==> src/dioh_pkg.sv <==
// package for the dedicated i/o signal handler: register map, fields, resets.
// assumes a 32-bit apb slave with word-aligned registers.
package dioh_pkg;
  localparam int          DIOH_NAXES       = 8;
  localparam int          DIOH_NMECH       = 3;
  localparam int          DIOH_NZONES      = 8;
  localparam logic [11:0] DIOH_CTRL_OFF    = 12'h000;
  localparam logic [11:0] DIOH_LINE_OFF    = 12'h004;
  localparam logic [11:0] DIOH_OVRD_OFF    = 12'h008;
  localparam logic [11:0] DIOH_ERRN_OFF    = 12'h00c;
  localparam logic [11:0] DIOH_GPO_OFF     = 12'h010;
  localparam logic [11:0] DIOH_WEAR_OFF    = 12'h014;
  localparam logic [11:0] DIOH_ZONE_OFF    = 12'h018;
  localparam logic [11:0] DIOH_BUSCFG_OFF  = 12'h01c;
  localparam logic [11:0] DIOH_STAT_OFF    = 12'h020;
  localparam int          DIOH_CTRL_JOGCLR = 0;
  localparam logic [31:0] DIOH_BUSCFG_RST  = 32'h0f000f00;
  localparam logic [31:0] DIOH_ZERO        = 32'h00000000;

  typedef enum logic [1:0] {
    DIOH_SRC_NONE,
    DIOH_SRC_LINE,
    DIOH_SRC_OVRD,
    DIOH_SRC_ERRN
  } dioh_src_e;

  typedef struct packed {
    logic [DIOH_NAXES-1:0] pos;
    logic [DIOH_NAXES-1:0] neg;
  } dioh_jog_s;
endpackage

==> src/dioh_handler.sv <==
// dedicated parallel i/o handler: report bus, external jog, gripper mirrors, faults, zones.
// assumes all pins synchronous to CORE_CLK_IN; software values arrive over apb.
`timescale 1ns/1ns
// Notes on behaviour
// - level inputs keep their function active exactly while asserted
// - edge inputs act only on a low-to-high transition
// - state set by an edge input holds after the input drops
// - line-number request edge puts the line number on the value bus
// - line-number indicator high while the bus carries the line number
// - override request edge puts the speed override on the value bus
// - override indicator high while the bus carries the override
// - fault-code request edge puts error number out with its indicator
// - jog permit edge enables external jog, reported on permit output
// - two-bit jog style taken as level and reported back
// - per-axis plus and minus jog requests move only while held
// - three gripper output mirrors copy general output groups
// - three gripper input mirrors copy gripper input groups
// - gripper fault outputs follow level fault inputs per mechanism
// - air pressure fault outputs follow their inputs
// - wear warning asserted once parts reach replacement time
// - eight zone outputs, each high while robot is inside its zone; the code also gates each by its software zone enable bit
// - value bus configured by in start, in end, out start, out end; only the out start..end span is used, as a width mask
// - value bus carries the value of the active report request
module dioh_handler #(
  parameter int NAXES  = dioh_pkg::DIOH_NAXES,
  parameter int NMECH  = dioh_pkg::DIOH_NMECH,
  parameter int NZONES = dioh_pkg::DIOH_NZONES
) (
  input  wire logic                 CORE_CLK_IN,
  input  wire logic                 RESET_IN,
  input  wire logic                 PSEL_IN,
  input  wire logic                 PENABLE_IN,
  input  wire logic                 PWRITE_IN,
  input  wire logic [11:0]          PADDR_IN,
  input  wire logic [31:0]          PWDATA_IN,
  output logic      [31:0]          PRDATA_OUT,
  output logic                      PREADY_OUT,
  output logic                      PSLVERR_OUT,
  input  wire logic                 LINE_NUMBER_REPORT_REQUEST_IN,
  input  wire logic                 SPEED_SCALE_REPORT_REQUEST_IN,
  input  wire logic                 FAULT_CODE_REPORT_REQUEST_IN,
  input  wire logic                 MANUAL_MOVE_PERMIT_IN,
  input  wire logic [1:0]           MANUAL_MOVE_STYLE_IN,
  input  wire dioh_pkg::dioh_jog_s  JOG_REQ_IN,
  input  wire logic [NMECH*8-1:0]   GRIPPER_INPUTS_IN,
  input  wire logic [NMECH-1:0]     GRIPPER_FAULT_IN,
  input  wire logic [NMECH-1:0]     AIR_PRESSURE_FAULT_IN,
  input  wire logic [NZONES-1:0]    ROBOT_IN_ZONE_IN,
  output logic      [31:0]          NUMERIC_VALUE_BUS_OUT,
  output logic                      LINE_NUMBER_REPORT_OUT,
  output logic                      SPEED_SCALE_REPORT_OUT,
  output logic                      FAULT_CODE_REPORT_OUT,
  output logic                      MANUAL_MOVE_PERMIT_OUT,
  output logic      [1:0]           MANUAL_MOVE_STYLE_OUT,
  output dioh_pkg::dioh_jog_s       JOG_MOVE_OUT,
  output logic      [NMECH*8-1:0]   GRIPPER_OUTPUT_MIRROR_OUT,
  output logic      [NMECH*8-1:0]   GRIPPER_INPUT_MIRROR_OUT,
  output logic      [NMECH-1:0]     GRIPPER_FAULT_OUT,
  output logic      [NMECH-1:0]     AIR_PRESSURE_FAULT_OUT,
  output logic      [NMECH-1:0]     PARTS_WEAR_WARNING_OUT,
  output logic      [NZONES-1:0]    ZONE_OCCUPANCY_OUT
);
  import dioh_pkg::*;

  logic [31:0]        line_reg;
  logic [31:0]        ovrd_reg;
  logic [31:0]        errn_reg;
  logic [31:0]        gpo_reg;
  logic [NMECH-1:0]   wear_reg;
  logic [NZONES-1:0]  zone_en_reg;
  logic [31:0]        buscfg_reg;
  logic [2:0]         req_prev_reg;
  logic               permit_prev_reg;
  logic               permit_reg;
  dioh_src_e          src_reg;
  dioh_src_e          src_next;

  // apb decode; single-cycle access, pready registered high for the access cycle after setup
  wire        acc      = PSEL_IN & PENABLE_IN;
  wire        wr       = acc & PWRITE_IN;
  wire        hit_ctrl = PADDR_IN == DIOH_CTRL_OFF;
  wire        hit_line = PADDR_IN == DIOH_LINE_OFF;
  wire        hit_ovrd = PADDR_IN == DIOH_OVRD_OFF;
  wire        hit_errn = PADDR_IN == DIOH_ERRN_OFF;
  wire        hit_gpo  = PADDR_IN == DIOH_GPO_OFF;
  wire        hit_wear = PADDR_IN == DIOH_WEAR_OFF;
  wire        hit_zone = PADDR_IN == DIOH_ZONE_OFF;
  wire        hit_bcfg = PADDR_IN == DIOH_BUSCFG_OFF;
  wire        hit_stat = PADDR_IN == DIOH_STAT_OFF;
  wire        mapped   = hit_ctrl | hit_line | hit_ovrd | hit_errn | hit_gpo | hit_wear
                         | hit_zone | hit_bcfg | hit_stat;
  wire        jog_clr  = wr & hit_ctrl & PWDATA_IN[DIOH_CTRL_JOGCLR];
  wire [31:0] stat_val = {24'h000000, permit_reg, MANUAL_MOVE_STYLE_IN, 3'h0, src_reg};
  wire [31:0] rd_val   = hit_line ? line_reg :
                         hit_ovrd ? ovrd_reg :
                         hit_errn ? errn_reg :
                         hit_gpo  ? gpo_reg :
                         hit_wear ? {{(32-NMECH){1'b0}}, wear_reg} :
                         hit_zone ? {{(32-NZONES){1'b0}}, zone_en_reg} :
                         hit_bcfg ? buscfg_reg :
                         hit_stat ? stat_val : DIOH_ZERO;

  // rising edges of the edge-qualified request pins
  wire [2:0] req_now  = {FAULT_CODE_REPORT_REQUEST_IN, SPEED_SCALE_REPORT_REQUEST_IN,
                         LINE_NUMBER_REPORT_REQUEST_IN};
  wire [2:0] req_rise = req_now & ~req_prev_reg;
  wire       permit_rise = MANUAL_MOVE_PERMIT_IN & ~permit_prev_reg;

  // newest request wins; lowest index decides a tie, so one source only
  always_comb begin
    src_next = src_reg;
    if (req_rise[0]) begin
      src_next = DIOH_SRC_LINE;
    end else if (req_rise[1]) begin
      src_next = DIOH_SRC_OVRD;
    end else if (req_rise[2]) begin
      src_next = DIOH_SRC_ERRN;
    end
  end

  // output width narrowed to the configured out start..end span
  wire [7:0]  out_lo   = buscfg_reg[23:16];
  wire [7:0]  out_hi   = buscfg_reg[31:24];
  wire [7:0]  out_span = (out_hi >= out_lo) ? out_hi - out_lo : 8'h00;
  wire [31:0] bus_mask = (out_span >= 8'h1f) ? 32'hffffffff
                         : ((32'h00000002 << out_span[4:0]) - 32'h00000001);
  wire [31:0] bus_val  = (src_next == DIOH_SRC_LINE) ? line_reg :
                         (src_next == DIOH_SRC_OVRD) ? ovrd_reg :
                         (src_next == DIOH_SRC_ERRN) ? errn_reg : DIOH_ZERO;

  always_ff @(posedge CORE_CLK_IN or posedge RESET_IN) begin
    if (RESET_IN) begin
      PRDATA_OUT  <= DIOH_ZERO;
      PREADY_OUT  <= 1'b0;
      PSLVERR_OUT <= 1'b0;
    end else begin
      PREADY_OUT  <= PSEL_IN & ~PENABLE_IN;
      PSLVERR_OUT <= PSEL_IN & ~PENABLE_IN & ~mapped;
      PRDATA_OUT  <= (PSEL_IN & ~PENABLE_IN & ~PWRITE_IN) ? rd_val : DIOH_ZERO;
    end
  end

  // write when pready is high so effect lands at the sampling edge
  wire wr_take = wr & PREADY_OUT;

  always_ff @(posedge CORE_CLK_IN or posedge RESET_IN) begin
    if (RESET_IN) begin
      line_reg    <= DIOH_ZERO;
      ovrd_reg    <= DIOH_ZERO;
      errn_reg    <= DIOH_ZERO;
      gpo_reg     <= DIOH_ZERO;
      wear_reg    <= '0;
      zone_en_reg <= '0;
      buscfg_reg  <= DIOH_BUSCFG_RST;
    end else begin
      if (wr_take & hit_line) line_reg <= PWDATA_IN;
      if (wr_take & hit_ovrd) ovrd_reg <= PWDATA_IN;
      if (wr_take & hit_errn) errn_reg <= PWDATA_IN;
      if (wr_take & hit_gpo) gpo_reg <= PWDATA_IN;
      if (wr_take & hit_wear) wear_reg <= PWDATA_IN[NMECH-1:0];
      if (wr_take & hit_zone) zone_en_reg <= PWDATA_IN[NZONES-1:0];
      if (wr_take & hit_bcfg) buscfg_reg <= PWDATA_IN;
    end
  end

  wire jog_clr_take = jog_clr & PREADY_OUT;

  always_ff @(posedge CORE_CLK_IN or posedge RESET_IN) begin
    if (RESET_IN) begin
      req_prev_reg    <= 3'h0;
      permit_prev_reg <= 1'b0;
      permit_reg      <= 1'b0;
      src_reg         <= DIOH_SRC_NONE;
    end else begin
      req_prev_reg    <= req_now;
      permit_prev_reg <= MANUAL_MOVE_PERMIT_IN;
      src_reg         <= src_next;
      // a new edge beats a software clear in the same cycle
      if (permit_rise) begin
        permit_reg <= 1'b1;
      end else if (jog_clr_take) begin
        permit_reg <= 1'b0;
      end
    end
  end

  wire permit_next = permit_rise | (permit_reg & ~jog_clr_take);

  always_ff @(posedge CORE_CLK_IN or posedge RESET_IN) begin
    if (RESET_IN) begin
      NUMERIC_VALUE_BUS_OUT  <= DIOH_ZERO;
      LINE_NUMBER_REPORT_OUT <= 1'b0;
      SPEED_SCALE_REPORT_OUT <= 1'b0;
      FAULT_CODE_REPORT_OUT  <= 1'b0;
      MANUAL_MOVE_PERMIT_OUT <= 1'b0;
      MANUAL_MOVE_STYLE_OUT  <= 2'h0;
      JOG_MOVE_OUT           <= '0;
    end else begin
      NUMERIC_VALUE_BUS_OUT  <= bus_val & bus_mask;
      LINE_NUMBER_REPORT_OUT <= src_next == DIOH_SRC_LINE;
      SPEED_SCALE_REPORT_OUT <= src_next == DIOH_SRC_OVRD;
      FAULT_CODE_REPORT_OUT  <= src_next == DIOH_SRC_ERRN;
      MANUAL_MOVE_PERMIT_OUT <= permit_next;
      MANUAL_MOVE_STYLE_OUT  <= MANUAL_MOVE_STYLE_IN;
      // both directions at once is contradictory, so neither moves
      JOG_MOVE_OUT.pos <= permit_next ? JOG_REQ_IN.pos & ~JOG_REQ_IN.neg : '0;
      JOG_MOVE_OUT.neg <= permit_next ? JOG_REQ_IN.neg & ~JOG_REQ_IN.pos : '0;
    end
  end

  // per-mechanism mirrors and faults
  for (genvar m = 0; m < NMECH; m++) begin : g_mech
    always_ff @(posedge CORE_CLK_IN or posedge RESET_IN) begin
      if (RESET_IN) begin
        GRIPPER_OUTPUT_MIRROR_OUT[m*8 +: 8] <= 8'h00;
        GRIPPER_INPUT_MIRROR_OUT[m*8 +: 8]  <= 8'h00;
        GRIPPER_FAULT_OUT[m]                <= 1'b0;
        AIR_PRESSURE_FAULT_OUT[m]           <= 1'b0;
        PARTS_WEAR_WARNING_OUT[m]           <= 1'b0;
      end else begin
        GRIPPER_OUTPUT_MIRROR_OUT[m*8 +: 8] <= gpo_reg[m*8 +: 8];
        GRIPPER_INPUT_MIRROR_OUT[m*8 +: 8]  <= GRIPPER_INPUTS_IN[m*8 +: 8];
        GRIPPER_FAULT_OUT[m]                <= GRIPPER_FAULT_IN[m];
        AIR_PRESSURE_FAULT_OUT[m]           <= AIR_PRESSURE_FAULT_IN[m];
        PARTS_WEAR_WARNING_OUT[m]           <= wear_reg[m];
      end
    end
  end

  for (genvar z = 0; z < NZONES; z++) begin : g_zone
    always_ff @(posedge CORE_CLK_IN or posedge RESET_IN) begin
      if (RESET_IN) begin
        ZONE_OCCUPANCY_OUT[z] <= 1'b0;
      end else begin
        ZONE_OCCUPANCY_OUT[z] <= zone_en_reg[z] & ROBOT_IN_ZONE_IN[z];
      end
    end
  end

  // mechanism one stands for all three output mirror groups
  wire [7:0] grip0_cmd = gpo_reg[7:0];
endmodule

==> config.mk <==
export PLATFORM = sky130hd
export DESIGN_NAME = dioh_handler
export DESIGN_NICKNAME = d
export VERILOG_FILES = /design/src/dioh_pkg.sv /design/src/dioh_handler.sv
export SDC_FILE = /design/constraint.sdc
export NUM_CORES = 1
export LEC_CHECK = 0
export BUFFER_PORTS_ARGS = -buffer_cell sky130_fd_sc_hd__buf_2
export CELL_PAD_IN_SITES_DETAIL_PLACEMENT = 1
export CELL_PAD_IN_SITES_GLOBAL_PLACEMENT = 2
export CORE_MARGIN = 4
export CORE_UTILIZATION = 41
export CTS_BUF_LIST = sky130_fd_sc_hd__clkbuf_8
export CTS_CLUSTER_DIAMETER = 50
export DETAILED_ROUTE_END_ITERATION = 10
export GPL_ROUTABILITY_DRIVEN = 0
export GPL_TIMING_DRIVEN = 0
export PLACE_DENSITY_LB_ADDON = 0.1
export SETUP_SLACK_MARGIN = 0.15
export SLEW_MARGIN = 5
export SYNTH_ARGS = -nofsm -noshare
export SYNTH_HDL_FRONTEND = slang
export SYNTH_SLANG_ARGS = --single-unit
==> constraint.sdc <==
create_clock -name CORE_CLK_IN -period 26.7 [get_ports CORE_CLK_IN]
set_clock_uncertainty 0.2 [all_clocks]
set_input_delay 4.005 -clock CORE_CLK_IN [delete_from_list [all_inputs] [get_ports CORE_CLK_IN]]
set_output_delay 4.005 -clock CORE_CLK_IN [all_outputs]
set_load 0.01 [all_outputs]
Word-level counts from Yosys, hierarchy flattened. Index checks and enable logic that the tools add are counted.

Add/subtract/negate cells: 2. $lt $le $gt $ge: 2. Equal/unequal tests: 11. Shift operators: 1. Muxes and demuxes: 21. Bitwise operators: 47. Reductions and logical operators: 2.

Operators with widths (number): 32-bit two-way mux (12); 12-bit by 5-bit equality test with 1-bit output (second input constant) (4); 32-bit bitwise AND (1); 8-bit two-way mux (4); 2-bit by 5-bit left shift with 32-bit output (first input constant) (1); 32-bit by 1-bit subtractor with 32-bit output (second input constant) (1); 1-bit bitwise AND (26); 12-bit by 4-bit equality test with 1-bit output (second input constant) (2); 8-bit bitwise AND (2); 8-bit NOT (2); 12-bit by 3-bit equality test with 1-bit output (second input constant) (1); 12-bit by 6-bit equality test with 1-bit output (second input constant) (1); 12-bit logical NOT (1); 1-bit bitwise OR (9); 8-bit by 5-bit greater-or-equal comparator with 1-bit output (second input constant) (1); 8-bit greater-or-equal comparator (1); 8-bit subtractor (1); 2-bit two-way mux (3); 1-bit NOT (5); 2-bit equality test (second input constant) (2); 3-bit bitwise AND (1); 3-bit NOT (1); 2-bit by 1-bit equality test with 1-bit output (second input constant) (1); 1-bit two-way mux (2); 2-bit nonzero test (1).

Register bits after elaboration: 331. Input port bits: 109. Logic and storage cells: 131.

Depth between registers and ports, before layout. Gate-level depths: netlist of run 1.

Depth after elaboration: 11. Gate-level depth with buffers: 18.

Worst setup path after synthesis of run 1. No wires, ideal clock.

Path type: in2reg. Start point: input PADDR_IN[7]. End point: register errn_reg[0]. Arrival time: 5592 ps. Slack: 20780 ps. Stages: 6. Path buffers: 1. Cells stage by stage: nor4_2 -> nand2_2 -> or3_1 -> nor3_2 -> buf_4 -> mux2_1.

Longest elaborated chain between the ends: 2.

RTL lines: start: declaration (line dioh_handler.sv:34) `input wire logic [11:0] PADDR_IN,`; 12-bit by 4-bit equality test with 1-bit output (line dioh_handler.sv:84) `wire hit_errn = PADDR_IN == DIOH_ERRN_OFF;`; 1-bit bitwise AND (line dioh_handler.sv:158) `if (wr_take & hit_errn) errn_reg <= PWDATA_IN;`; end signal: assignment (line dioh_handler.sv:150) `errn_reg <= DIOH_ZERO;`; end signal: assignment (line dioh_handler.sv:158); end: declaration (line dioh_handler.sv:67) `logic [31:0] errn_reg;`.

No other way between the ends. A chain may end at the register's enable or synchronous reset.

Worst setup path after layout of run 1.
Start point: input PADDR_IN[2]. End point: register PRDATA_OUT[31].

Longest elaborated chain between the ends: 9. Elaborated cells between the ends (all ways): 15. Classes of those cells: eq/ne (7); mux (8).

RTL lines: 12-bit by 5-bit equality test with 1-bit output (line dioh_handler.sv:88) `wire hit_bcfg = PADDR_IN == DIOH_BUSCFG_OFF;`; 32-bit two-way mux (line dioh_handler.sv:100) `hit_bcfg ? buscfg_reg :`; 32-bit two-way mux (line dioh_handler.sv:99) `hit_zone ? {{(32-NZONES){1'b0}}, zone_en_reg} :`; 32-bit two-way mux (line dioh_handler.sv:98) `hit_wear ? {{(32-NMECH){1'b0}}, wear_reg} :`; 32-bit two-way mux (line dioh_handler.sv:97) `hit_gpo ? gpo_reg :`; 32-bit two-way mux (line dioh_handler.sv:96) `hit_errn ? errn_reg :`; 32-bit two-way mux (line dioh_handler.sv:95) `hit_ovrd ? ovrd_reg :`; 32-bit two-way mux (*) (line dioh_handler.sv:94) `wire [31:0] rd_val = hit_line ? line_reg :`; 32-bit two-way mux (*) (line dioh_handler.sv:139) `PRDATA_OUT <= (PSEL_IN & ~PENABLE_IN & ~PWRITE_IN) ? rd_val : DIOH_ZERO;`; end signal: assignment (line dioh_handler.sv:139); end: declaration (line dioh_handler.sv:36) `output logic [31:0] PRDATA_OUT,`.

Every way passes the cells marked *; elsewhere a longest branch is shown, timed or not.

==> out/qor.csv, run 1 <==
metric,value,unit
status,"complete, no violations",
drt first pass iters,9,
Min-Delay Endpoint,PARTS_WEAR_WARNING_OUT[2],
Post-Place Worst Slack,19.68,ns
worst hold slack,0.186,ns
synthesized area per cell,12.6,um^2
clock-pin slew on the worst setup and hold paths,0.06,ns
wire per inst,22.9,um
Hold Path Class,reg -> reg,
post-detail-place hpwl,30900,um
largest net degree at the start of global routing,125,
synthesis-stage register bit count,331,
Critical Path AT,6.72,ns
Initial Util,41.8,%
Max-cap violations,0,
Reg2Reg Capture Point,NUMERIC_VALUE_BUS_OUT[9],
final worst slack,20.22,ns
# port buffers,260,
setup repair after global routing missed its margin,no,
Crit. End Element,register,
sequential fraction of the synthesis area,60.5,%
CTS Buf Count,54,
synth top area cells,"dfrtp_1, mux2_2, a21oi_1",
Crit Path Class,in -> reg,
Pleak,8.23,nW
Post-synth EDFFs,0,
Worst VDD drop,0.0391,mV
# DRC,0,
Hold Path Origin,wear_reg[2],
total die area,36400,um^2
fmax,154,MHz
"Top FF cell, synth",dfrtp_1,
Final min period,6.48,ns
Setup-failing EPs final,0,
Skew-Pair Late Insertion Delay,0.60,ns
Die Y,191,um
R2R setup slack,22.40,ns
worst-path fanout max,10,
vias in the first global route,10800,
share of the synthesized area in the top cell type,59.0,%
PwrDens,59.0,nW/um^2
Root Driver,clkbuf_8,
Post-Syn Nets,1209,
Mapped Area,13700,um^2
CTS max path bufs,3,
hold buffer count at cts,0,
Vias,10200,
Worst EP required,26.94,ns
CORE AREA,32800,um^2
Clock Sinks,331,
final hold viol count,0,
grt total ovfl,0,
"top cells by count, synth","dfrtp_1, a21oi_1, mux2_2",
pins over their slew limit,0,
Synth area leader,dfrtp_1,
Inst Count DP,1794,
R2R cell count,16,
fin cells,1892,
starting DRC count in detailed routing,741,
H-tree levels,2,
number of nets in the layout,1527,
Global Route Usage Sum,23.7,%
"Warnings, synthesis",0,
Area growth syn-to-layout,21.7,%
Worst slew margin,30.8,%
"count leader, synth",dfrtp_1,
asr flop ratio synth,100,%
total power,985,uW
CTS tree,built,
setup TNS,0,ns
routed wire length,43300,um
cell count after synthesis,1090,
critical path startpoint category,primary input,
share of cells above drive strength 1,37.3,%
post-route cell area,16700,um^2
first-pass GRT wire length,65800,um
Die W,191,um
fill count,3557,
post-cts sizing count,0,
cell row count,66,
initial antenna violation count,3,
"Setup Fix Bufs, Post-CTS",0,
worst slew pin tran,1.03,ns
Worst Hold Depth,0,
number of distinct library cells after synthesis,66,
"antenna viol nets, final",0,
dpl cell area,15600,um^2
r2r startpoint,buscfg_reg[16],
Final Cycle Share,24.3,%
Layout Utilization,50.9,%
I/O Pins,262,
vias per inst,5.38,
layout by cell type, fill, tap and decap left out, types with 6 or more instances in the layout:
| cell | synthesis | final |
|---|---|---|
| a22oi_1 | 33 | 33 |
| inv_1 | 14 | 36 |
| nor3_1 | 9 | 9 |
| clkbuf_8 | 0 | 68 |
| dfstp_2 | 8 | 8 |
| buf_4 | 10 | 10 |
| and2_1 | 14 | 14 |
| buf_2 | 25 | 285 |
| mux2_1 | 38 | 38 |
| a31oi_1 | 6 | 6 |
| nand2b_1 | 11 | 11 |
| ha_1 | 9 | 9 |
| a222oi_1 | 26 | 26 |
| nor3b_1 | 17 | 17 |
| nand2_1 | 104 | 104 |
| mux2_2 | 123 | 123 |
| nand3_1 | 9 | 9 |
| xor2_1 | 6 | 6 |
| clkbuf_1 | 25 | 25 |
| a21oi_1 | 128 | 128 |
| o21ai_0 | 23 | 23 |
| mux2_4 | 8 | 8 |
| dfrtp_1 | 323 | 323 |
| nor2b_1 | 9 | 9 |
| nor2_1 | 35 | 35 |
worst max-delay path: stages:
cell      delay [ns]
buf_2           0.25
nand2_1         0.33
nor3_1          0.92
clkbuf_1        0.54
a222oi_1        0.24
nor3_1          0.42
layout make-up:
cell class | instances | area (um^2) | area share (%)
clock inverter | 29 | 125 | 0.750
clock buffer | 68 | 936 | 5.61
tap | 442 | 553 | 3.31
sequential | 331 | 8290 | 49.7
timing repair buffer | 262 | 1360 | 8.13
antenna | 1 | 2.50 | 0.0150
buffer | 62 | 309 | 1.85
multi-input combinational | 683 | 5050 | 30.3
inverter | 14 | 60.1 | 0.360
report_power, final:
part / switching (mW) / internal [mW]
Clock: 0.200 / 0.228
Combinational: 0.0354 / 0.0131
Sequential: 0.00144 / 0.507
per-layer routing:
layer | GRT usage (%) | vias up | routed length, um
li1 | - | 4572 | -
met1 | 33.8 | 5220 | 19400
met2 | 37.2 | 327 | 20200
met3 | 4.85 | 57 | 2800
met4 | 6.19 | 2 | 863
met5 | 0 | - | 20
worst max-delay path by stage:
stage / start / slack (ns) / end / cells after the start
3_5_place_dp: PADDR_IN[2] / 19.68 / PRDATA_OUT[31] / 6
2_1_floorplan: RESET_IN / 13.34 / AIR_PRESSURE_FAULT_OUT[0] / 1
5_1_grt: PADDR_IN[2] / 20.15 / PRDATA_OUT[31] / 6
3_3_place_gp: RESET_IN / 9.64 / GRIPPER_OUTPUT_MIRROR_OUT[20] / 2
6_report: PADDR_IN[2] / 20.22 / PRDATA_OUT[31] / 6
4_1_cts: PADDR_IN[2] / 20.30 / PRDATA_OUT[31] / 6
cells by family (layout without fill, tap and decap cells):
group | after synthesis | count (layout) | synth area share [%]
flip-flops | 331 | 331 | 60.5
AND/OR/NAND/NOR | 240 | 240 | 9.08
XOR/XNOR | 12 | 12 | 0.958
buffers and inverters | 76 | 435 | 2.64
other | 0 | 1 | 0
adder cells (fa/ha/maj) | 10 | 10 | 0.968
multiplexers | 171 | 171 | 14.3
AO/OA/AOI/OAI | 250 | 250 | 11.5
Note: power is estimated with default switching activity, not from simulation.
==> run 2: changes to the inputs <==
--- a/config.mk
+++ b/config.mk
@@ -5,11 +5,12 @@
 export SDC_FILE = /design/constraint.sdc
 export NUM_CORES = 1
 export LEC_CHECK = 0
+export ABC_AREA = 1
 export BUFFER_PORTS_ARGS = -buffer_cell sky130_fd_sc_hd__buf_2
 export CELL_PAD_IN_SITES_DETAIL_PLACEMENT = 1
 export CELL_PAD_IN_SITES_GLOBAL_PLACEMENT = 2
 export CORE_MARGIN = 4
-export CORE_UTILIZATION = 41
+export CORE_UTILIZATION = 35
 export CTS_BUF_LIST = sky130_fd_sc_hd__clkbuf_8
 export CTS_CLUSTER_DIAMETER = 50
 export DETAILED_ROUTE_END_ITERATION = 10
==> constraint.sdc (replaced) <==
create_clock -name CORE_CLK_IN -period 6.3 [get_ports CORE_CLK_IN]
set_clock_uncertainty 0.2 [all_clocks]
set_input_delay 0.945 -clock CORE_CLK_IN [delete_from_list [all_inputs] [get_ports CORE_CLK_IN]]
set_output_delay 0.945 -clock CORE_CLK_IN [all_outputs]
set_load 0.01 [all_outputs]
==> run 2 against run 1 <==
  * Combinational power grew to 4.8 times the previous value
  * Sequential share of layout area fell by 3.2 points
  * Critical endpoint is now NUMERIC_VALUE_BUS_OUT[27]
  * Design area up 6.8%
==> out/qor.csv, run 2 <==
metric,value,unit
Final min period,3.69,ns
"Warnings, synthesis",0,
number of nets in the layout,2007,
wire per inst,23.1,um
I/O Pins,262,
Worst slew margin,29.2,%
"most common cell after layout, fill and taps aside",nand2_1,
status,"complete, no violations",
vias per inst,5.22,
Post-Place Worst Slack,2.18,ns
Max-cap violations,0,
worst-path fanout max,10,
dpl cell area,16400,um^2
fmax,271,MHz
Pleak,9.11,nW
CTS Buf Count,58,
routed wire length,56900,um
Die W,210,um
total die area,44000,um^2
Inst Count DP,2353,
"count leader, synth",nand2_1,
Crit. End Element,register,
"Top FF cell, synth",dfrtp_1,
Root Driver,clkbuf_8,
Clock Sinks,331,
cell count after synthesis,1557,
share of the synthesized area in the top cell type,56.8,%
# port buffers,261,
total power,4.75,mW
Final Cycle Share,58.6,%
worst slew pin tran,1.06,ns
Die Y,210,um
H-tree levels,2,
Worst path top cell family by delay,simple AND/OR/NAND/NOR gates,
Crit Path Class,reg -> reg,
sequential fraction of the synthesis area,58.2,%
worst hold slack,0.145,ns
Antenna Cells,0,
Layout Utilization,44.6,%
"antenna viol nets, final",0,
cell row count,73,
Worst path max stage delay,0.56,ns
starting DRC count in detailed routing,926,
CORE AREA,40000,um^2
crit-path most repeated cell,nand2_1,
Crit path buffers/inverters,5,
final worst slack,2.61,ns
Initial Util,35.6,%
setup repair after global routing missed its margin,no,
# DRC,0,
post-route cell area,17800,um^2
Hold Path Class,in -> async,
largest net degree at the start of global routing,40,
Skew-Pair Late Insertion Delay,0.66,ns
synthesized area per cell,9.15,um^2
share of cells above drive strength 1,23.4,%
asr flop ratio synth,100,%
pins over their slew limit,0,
fin cells,2462,
post-detail-place hpwl,41400,um
grt total ovfl,0,
CTS tree,built,
first-pass GRT wire length,85400,um
drt first pass iters,5,
initial antenna violation count,1,
synth top area cells,"dfrtp_1, nand2_1, o21ai_0",
Area growth syn-to-layout,25.2,%
Vias,12800,
hold buffer count at cts,0,
number of distinct library cells after synthesis,52,
PwrDens,267,nW/um^2
synthesis-stage register bit count,331,
Post-Syn Nets,1676,
Post-synth EDFFs,0,
Synth area leader,dfrtp_1,
Worst VDD drop,0.141,mV
"Setup Fix Bufs, Post-CTS",0,
"top cells by count, synth","nand2_1, dfrtp_1, o21ai_0",
"commonest non-fill, non-tap cells in the layout","nand2_1, dfrtp_1, buf_2, o21ai_0, inv_1",
CTS max path bufs,3,
Critical Path AT,4.03,ns
Setup-failing EPs final,0,
CP max stage cell,dfstp_2,
critical path startpoint category,register,
Mapped Area,14200,um^2
Worst EP required,6.64,ns
vias in the first global route,13400,
CP cell instances,inv_1 > ha_1 > inv_1 > fa_1 > nand2_1 > nand2_1 > nand3_1 > nand3_4 > buf_12 > o31ai_4 > nand2_1 > inv_1 > nand2_2 > ha_1 > nand2_1 > nor2_4 > nand2_4 > nor2_4 > nand2_1 > nand2_1 > nand3_1 > nand2_1 > inv_1,
Global Route Usage Sum,25.6,%
final hold viol count,0,
setup TNS,0,ns
post-cts sizing count,0,
clock-pin slew on the worst setup and hold paths,0.07,ns
fill count,4794,
[run 2: cells by family (layout without fill, tap and decap cells)]
group,Yosys count,after routing,share of synthesized area [%]
xor gates and xnor gates,2,2,0.123
AOI/OAI and AO/OA,380,380,15.4
DFF,331,331,58.2
and+or+nand+nor,607,607,18.9
adders and majority gates,10,10,0.931
buffers and inverters,227,607,6.37
[run 2: cell type report]
| class | count | area, um^2 | area share (%) |
|---|---|---|---|
| inverter | 155 | 588 | 3.30 |
| clock inverter | 31 | 334 | 1.87 |
| buffer | 72 | 323 | 1.81 |
| multi-input combinational | 999 | 5040 | 28.3 |
| clock buffer | 78 | 1070 | 6.02 |
| sequential | 331 | 8290 | 46.5 |
| tap | 525 | 657 | 3.69 |
| timing repair buffer | 271 | 1510 | 8.49 |
[run 2: final timing paths]
| check | slack [ns] | to | depth (start not counted) | start |
|---|---|---|---|---|
| min | 0.14 | GRIPPER_INPUT_MIRROR_OUT[7] | 2 | RESET_IN |
| max | 2.61 | NUMERIC_VALUE_BUS_OUT[27] | 23 | buscfg_reg[24] |
| min in group CORE_CLK_IN | 0.20 | AIR_PRESSURE_FAULT_OUT[1] | 1 | AIR_PRESSURE_FAULT_IN[1] |
| max reg2reg | 2.61 | NUMERIC_VALUE_BUS_OUT[27] | 23 | buscfg_reg[24] |
| min reg2reg | 0.20 | GRIPPER_OUTPUT_MIRROR_OUT[0] | 0 | gpo_reg[0] |
| max in group asynchronous | 4.51 | NUMERIC_VALUE_BUS_OUT[21] | 6 | RESET_IN |
[run 2: metal layers]
layer | GRT usage [%] | routed length, um | vias to the layer above
li1 | - | - | 5855
met1 | 35.6 | 25000 | 6457
met2 | 40.8 | 26300 | 442
met3 | 4.86 | 3850 | 93
met4 | 8.33 | 1790 | 0
met5 | 0 | 0 | -
[run 2: power breakdown]
part	total [mW]	internal, mW	switching, mW
combinational	0.234	0.0646	0.169
sequential	2.15	2.15	0.00642
clock	2.37	1.40	0.965
total	4.75	3.61	1.14
==> run 3: changes to the inputs <==
--- a/config.mk
+++ b/config.mk
@@ -5,7 +5,7 @@
 export SDC_FILE = /design/constraint.sdc
 export NUM_CORES = 1
 export LEC_CHECK = 0
-export ABC_AREA = 1
+export ABC_AREA = 0
 export BUFFER_PORTS_ARGS = -buffer_cell sky130_fd_sc_hd__buf_2
 export CELL_PAD_IN_SITES_DETAIL_PLACEMENT = 1
 export CELL_PAD_IN_SITES_GLOBAL_PLACEMENT = 2
==> constraint.sdc (replaced) <==
create_clock -name CORE_CLK_IN -period 3.3 [get_ports CORE_CLK_IN]
set_clock_uncertainty 0.2 [all_clocks]
set_input_delay 0.495 -clock CORE_CLK_IN [delete_from_list [all_inputs] [get_ports CORE_CLK_IN]]
set_output_delay 0.495 -clock CORE_CLK_IN [all_outputs]
set_load 0.01 [all_outputs]
==> run 3 against run 2 <==
  * The run now ends with setup timing left
  * Clock power grew 78%
  * Total power grew 87%
  * Non-clock buffer count increased by 107
  * Highest routed layer is now met5
==> out/qor.csv, run 3 (synthesized netlist as in run 1, its figures left out) <==
metric,value,unit
Pleak,8.98,nW
worst hold slack,0.0540,ns
Crit Path Class,reg -> reg,
post-detail-place hpwl,33300,um
Worst VDD drop,0.287,mV
# DRC,0,
Skew-Pair Late Insertion Delay,0.66,ns
Critical Path AT,3.70,ns
PwrDens,474,nW/um^2
Global Route Usage Sum,22.7,%
H-tree levels,2,
Area growth syn-to-layout,36.4,%
Crit. End Element,register,
Final Cycle Share,101,%
pins over their slew limit,0,
Die Y,206,um
Die W,206,um
Final min period,3.33,ns
critical path startpoint category,register,
starting DRC count in detailed routing,587,
vias in the first global route,11600,
largest net degree at the start of global routing,39,
"most common cell after layout, fill and taps aside",dfrtp_1,
number of nets in the layout,1657,
CTS tree,built,
worst slew pin tran,1.25,ns
setup repair after global routing missed its margin,yes,
first-pass GRT wire length,72700,um
Levels on crit path,16,
"commonest non-fill, non-tap cells in the layout","dfrtp_1, buf_2, mux2_2, a21oi_1, nand2_1",
final worst slack,-0.0298,ns
wire per inst,22.8,um
grt total ovfl,0,
cell row count,72,
final hold viol count,0,
Clock Sinks,331,
initial antenna violation count,2,
Max-cap violations,0,
CP cell instances,inv_2 > ha_4 > inv_2 > fa_2 > a21o_4 > a211oi_4 > o21bai_2 > and2_4 > buf_6 > nor2_4 > nand3_2 > ha_4 > clkbuf_16 > or3_1 > a21o_1 > a31oi_2,
Worst path max stage delay,0.37,ns
clock-pin slew on the worst setup and hold paths,0.06,ns
worst-path fanout max,5,
total die area,42400,um^2
Worst EP required,3.67,ns
Root Driver,clkbuf_8,
Crit path buffers/inverters,4,
CORE AREA,38600,um^2
Worst slew margin,15.9,%
I/O Pins,262,
share of cells above drive strength 1,40.2,%
"antenna viol nets, final",0,
drt first pass iters,5,
fill count,4154,
# port buffers,260,
status,"complete, but fails checks",
vias per inst,5.09,
CTS Buf Count,58,
Worst Hold Depth,2,
Setup-failing EPs final,3,
CP max stage cell,dfstp_2,
R2R cell count,16,
routed wire length,48100,um
Layout Utilization,48.4,%
failing checks,setup timing,
Vias,10700,
Worst path top cell family by delay,compound AO/OA/AOI/OAI gates,
Initial Util,35.5,%
CTS max path bufs,3,
setup TNS,-0.0635,ns
fmax,300,MHz
Hold Path Class,in -> reg,
## run 3: cell types whose count changed in the layout (fill, tap and decap cells not counted), moves of 36 or more
cell / before / now
nand2_1: 387 / 103
o21ai_0: 229 / 20
inv_1: 153 / 20
mux2_2: 0 / 123
dlygate4sd3_1: 0 / 102
nand3_1: 73 / 6
a21oi_1: 66 / 118
mux2_1: 0 / 37
clkbuf_1: 56 / 20
## run 3: path summary, 6_finish.rpt
check / startpoint / end / slack [ns]
max: buscfg_reg[24] / NUMERIC_VALUE_BUS_OUT[9] / -0.03
min: PWDATA_IN[1] / zone_en_reg[1] / 0.05
max reg2reg: buscfg_reg[24] / NUMERIC_VALUE_BUS_OUT[9] / -0.03
min reg2reg: gpo_reg[0] / GRIPPER_OUTPUT_MIRROR_OUT[0] / 0.21
max in group asynchronous: RESET_IN / buscfg_reg[10] / 1.38
min in group asynchronous: RESET_IN / NUMERIC_VALUE_BUS_OUT[10] / 0.31
## run 3: timing repair
| action | 4_1_cts | 5_1_grt |
|---|---|---|
| hold endpoints to repair | 256 | 0 |
| pin swaps | 28 | 16 |
| gates cloned | 1 | 0 |
| endpoints found under the setup margin | 24 | 32 |
| resized for setup | 33 | 20 |
| setup buffers | 13 | 4 |
| hold buffers | 102 | 0 |
## run 3: metrics by stage
stage / area [um^2] / total power [mW] / setup WS [ns] / cells
finish: 18700 / 8.87 / -0.0298 / 2107
detailed placement: 16000 / 4.62 / -0.451 / 1877
CTS: 18600 / 9.01 / -0.0466 / 2102
floorplan: 13800 / 4.35 / -1.81 / 1090
global placement: 15800 / 4.59 / -3.92 / 1868
global route: 18700 / 9.25 / -0.114 / 2107
## run 3: routing by layer
metal | vias to the layer above | share of wire, % | GRT usage, %
li1 | 4841 | - | -
met4 | 2 | 2.1 | 5.94
met2 | 286 | 47 | 36.9
met1 | 5516 | 45 | 31.1
met5 | - | 0.015 | 0
met3 | 74 | 5.9 | 5.01
## run 3: area by class of cell
class                           count  area (um^2)  share of cell area (%)
Antenna cell                        1         2.50                  0.0134
Buffer                             61          379                    2.03
Clock buffer                       82         1130                    6.03
Clock inverter                     28          213                    1.14
Inverter                           14         56.3                   0.301
Multi-Input combinational cell    683         5330                    28.5
Sequential cell                   331         8290                    44.3
Tap cell                          518          648                    3.47
Timing Repair Buffer              389         2650                    14.2
## run 3: where the power goes
group	switching (mW)	total, mW	internal, mW
logic	0.321	0.522	0.201
registers	0.0122	4.11	4.10
clock network	1.79	4.23	2.44
total	2.12	8.87	6.75
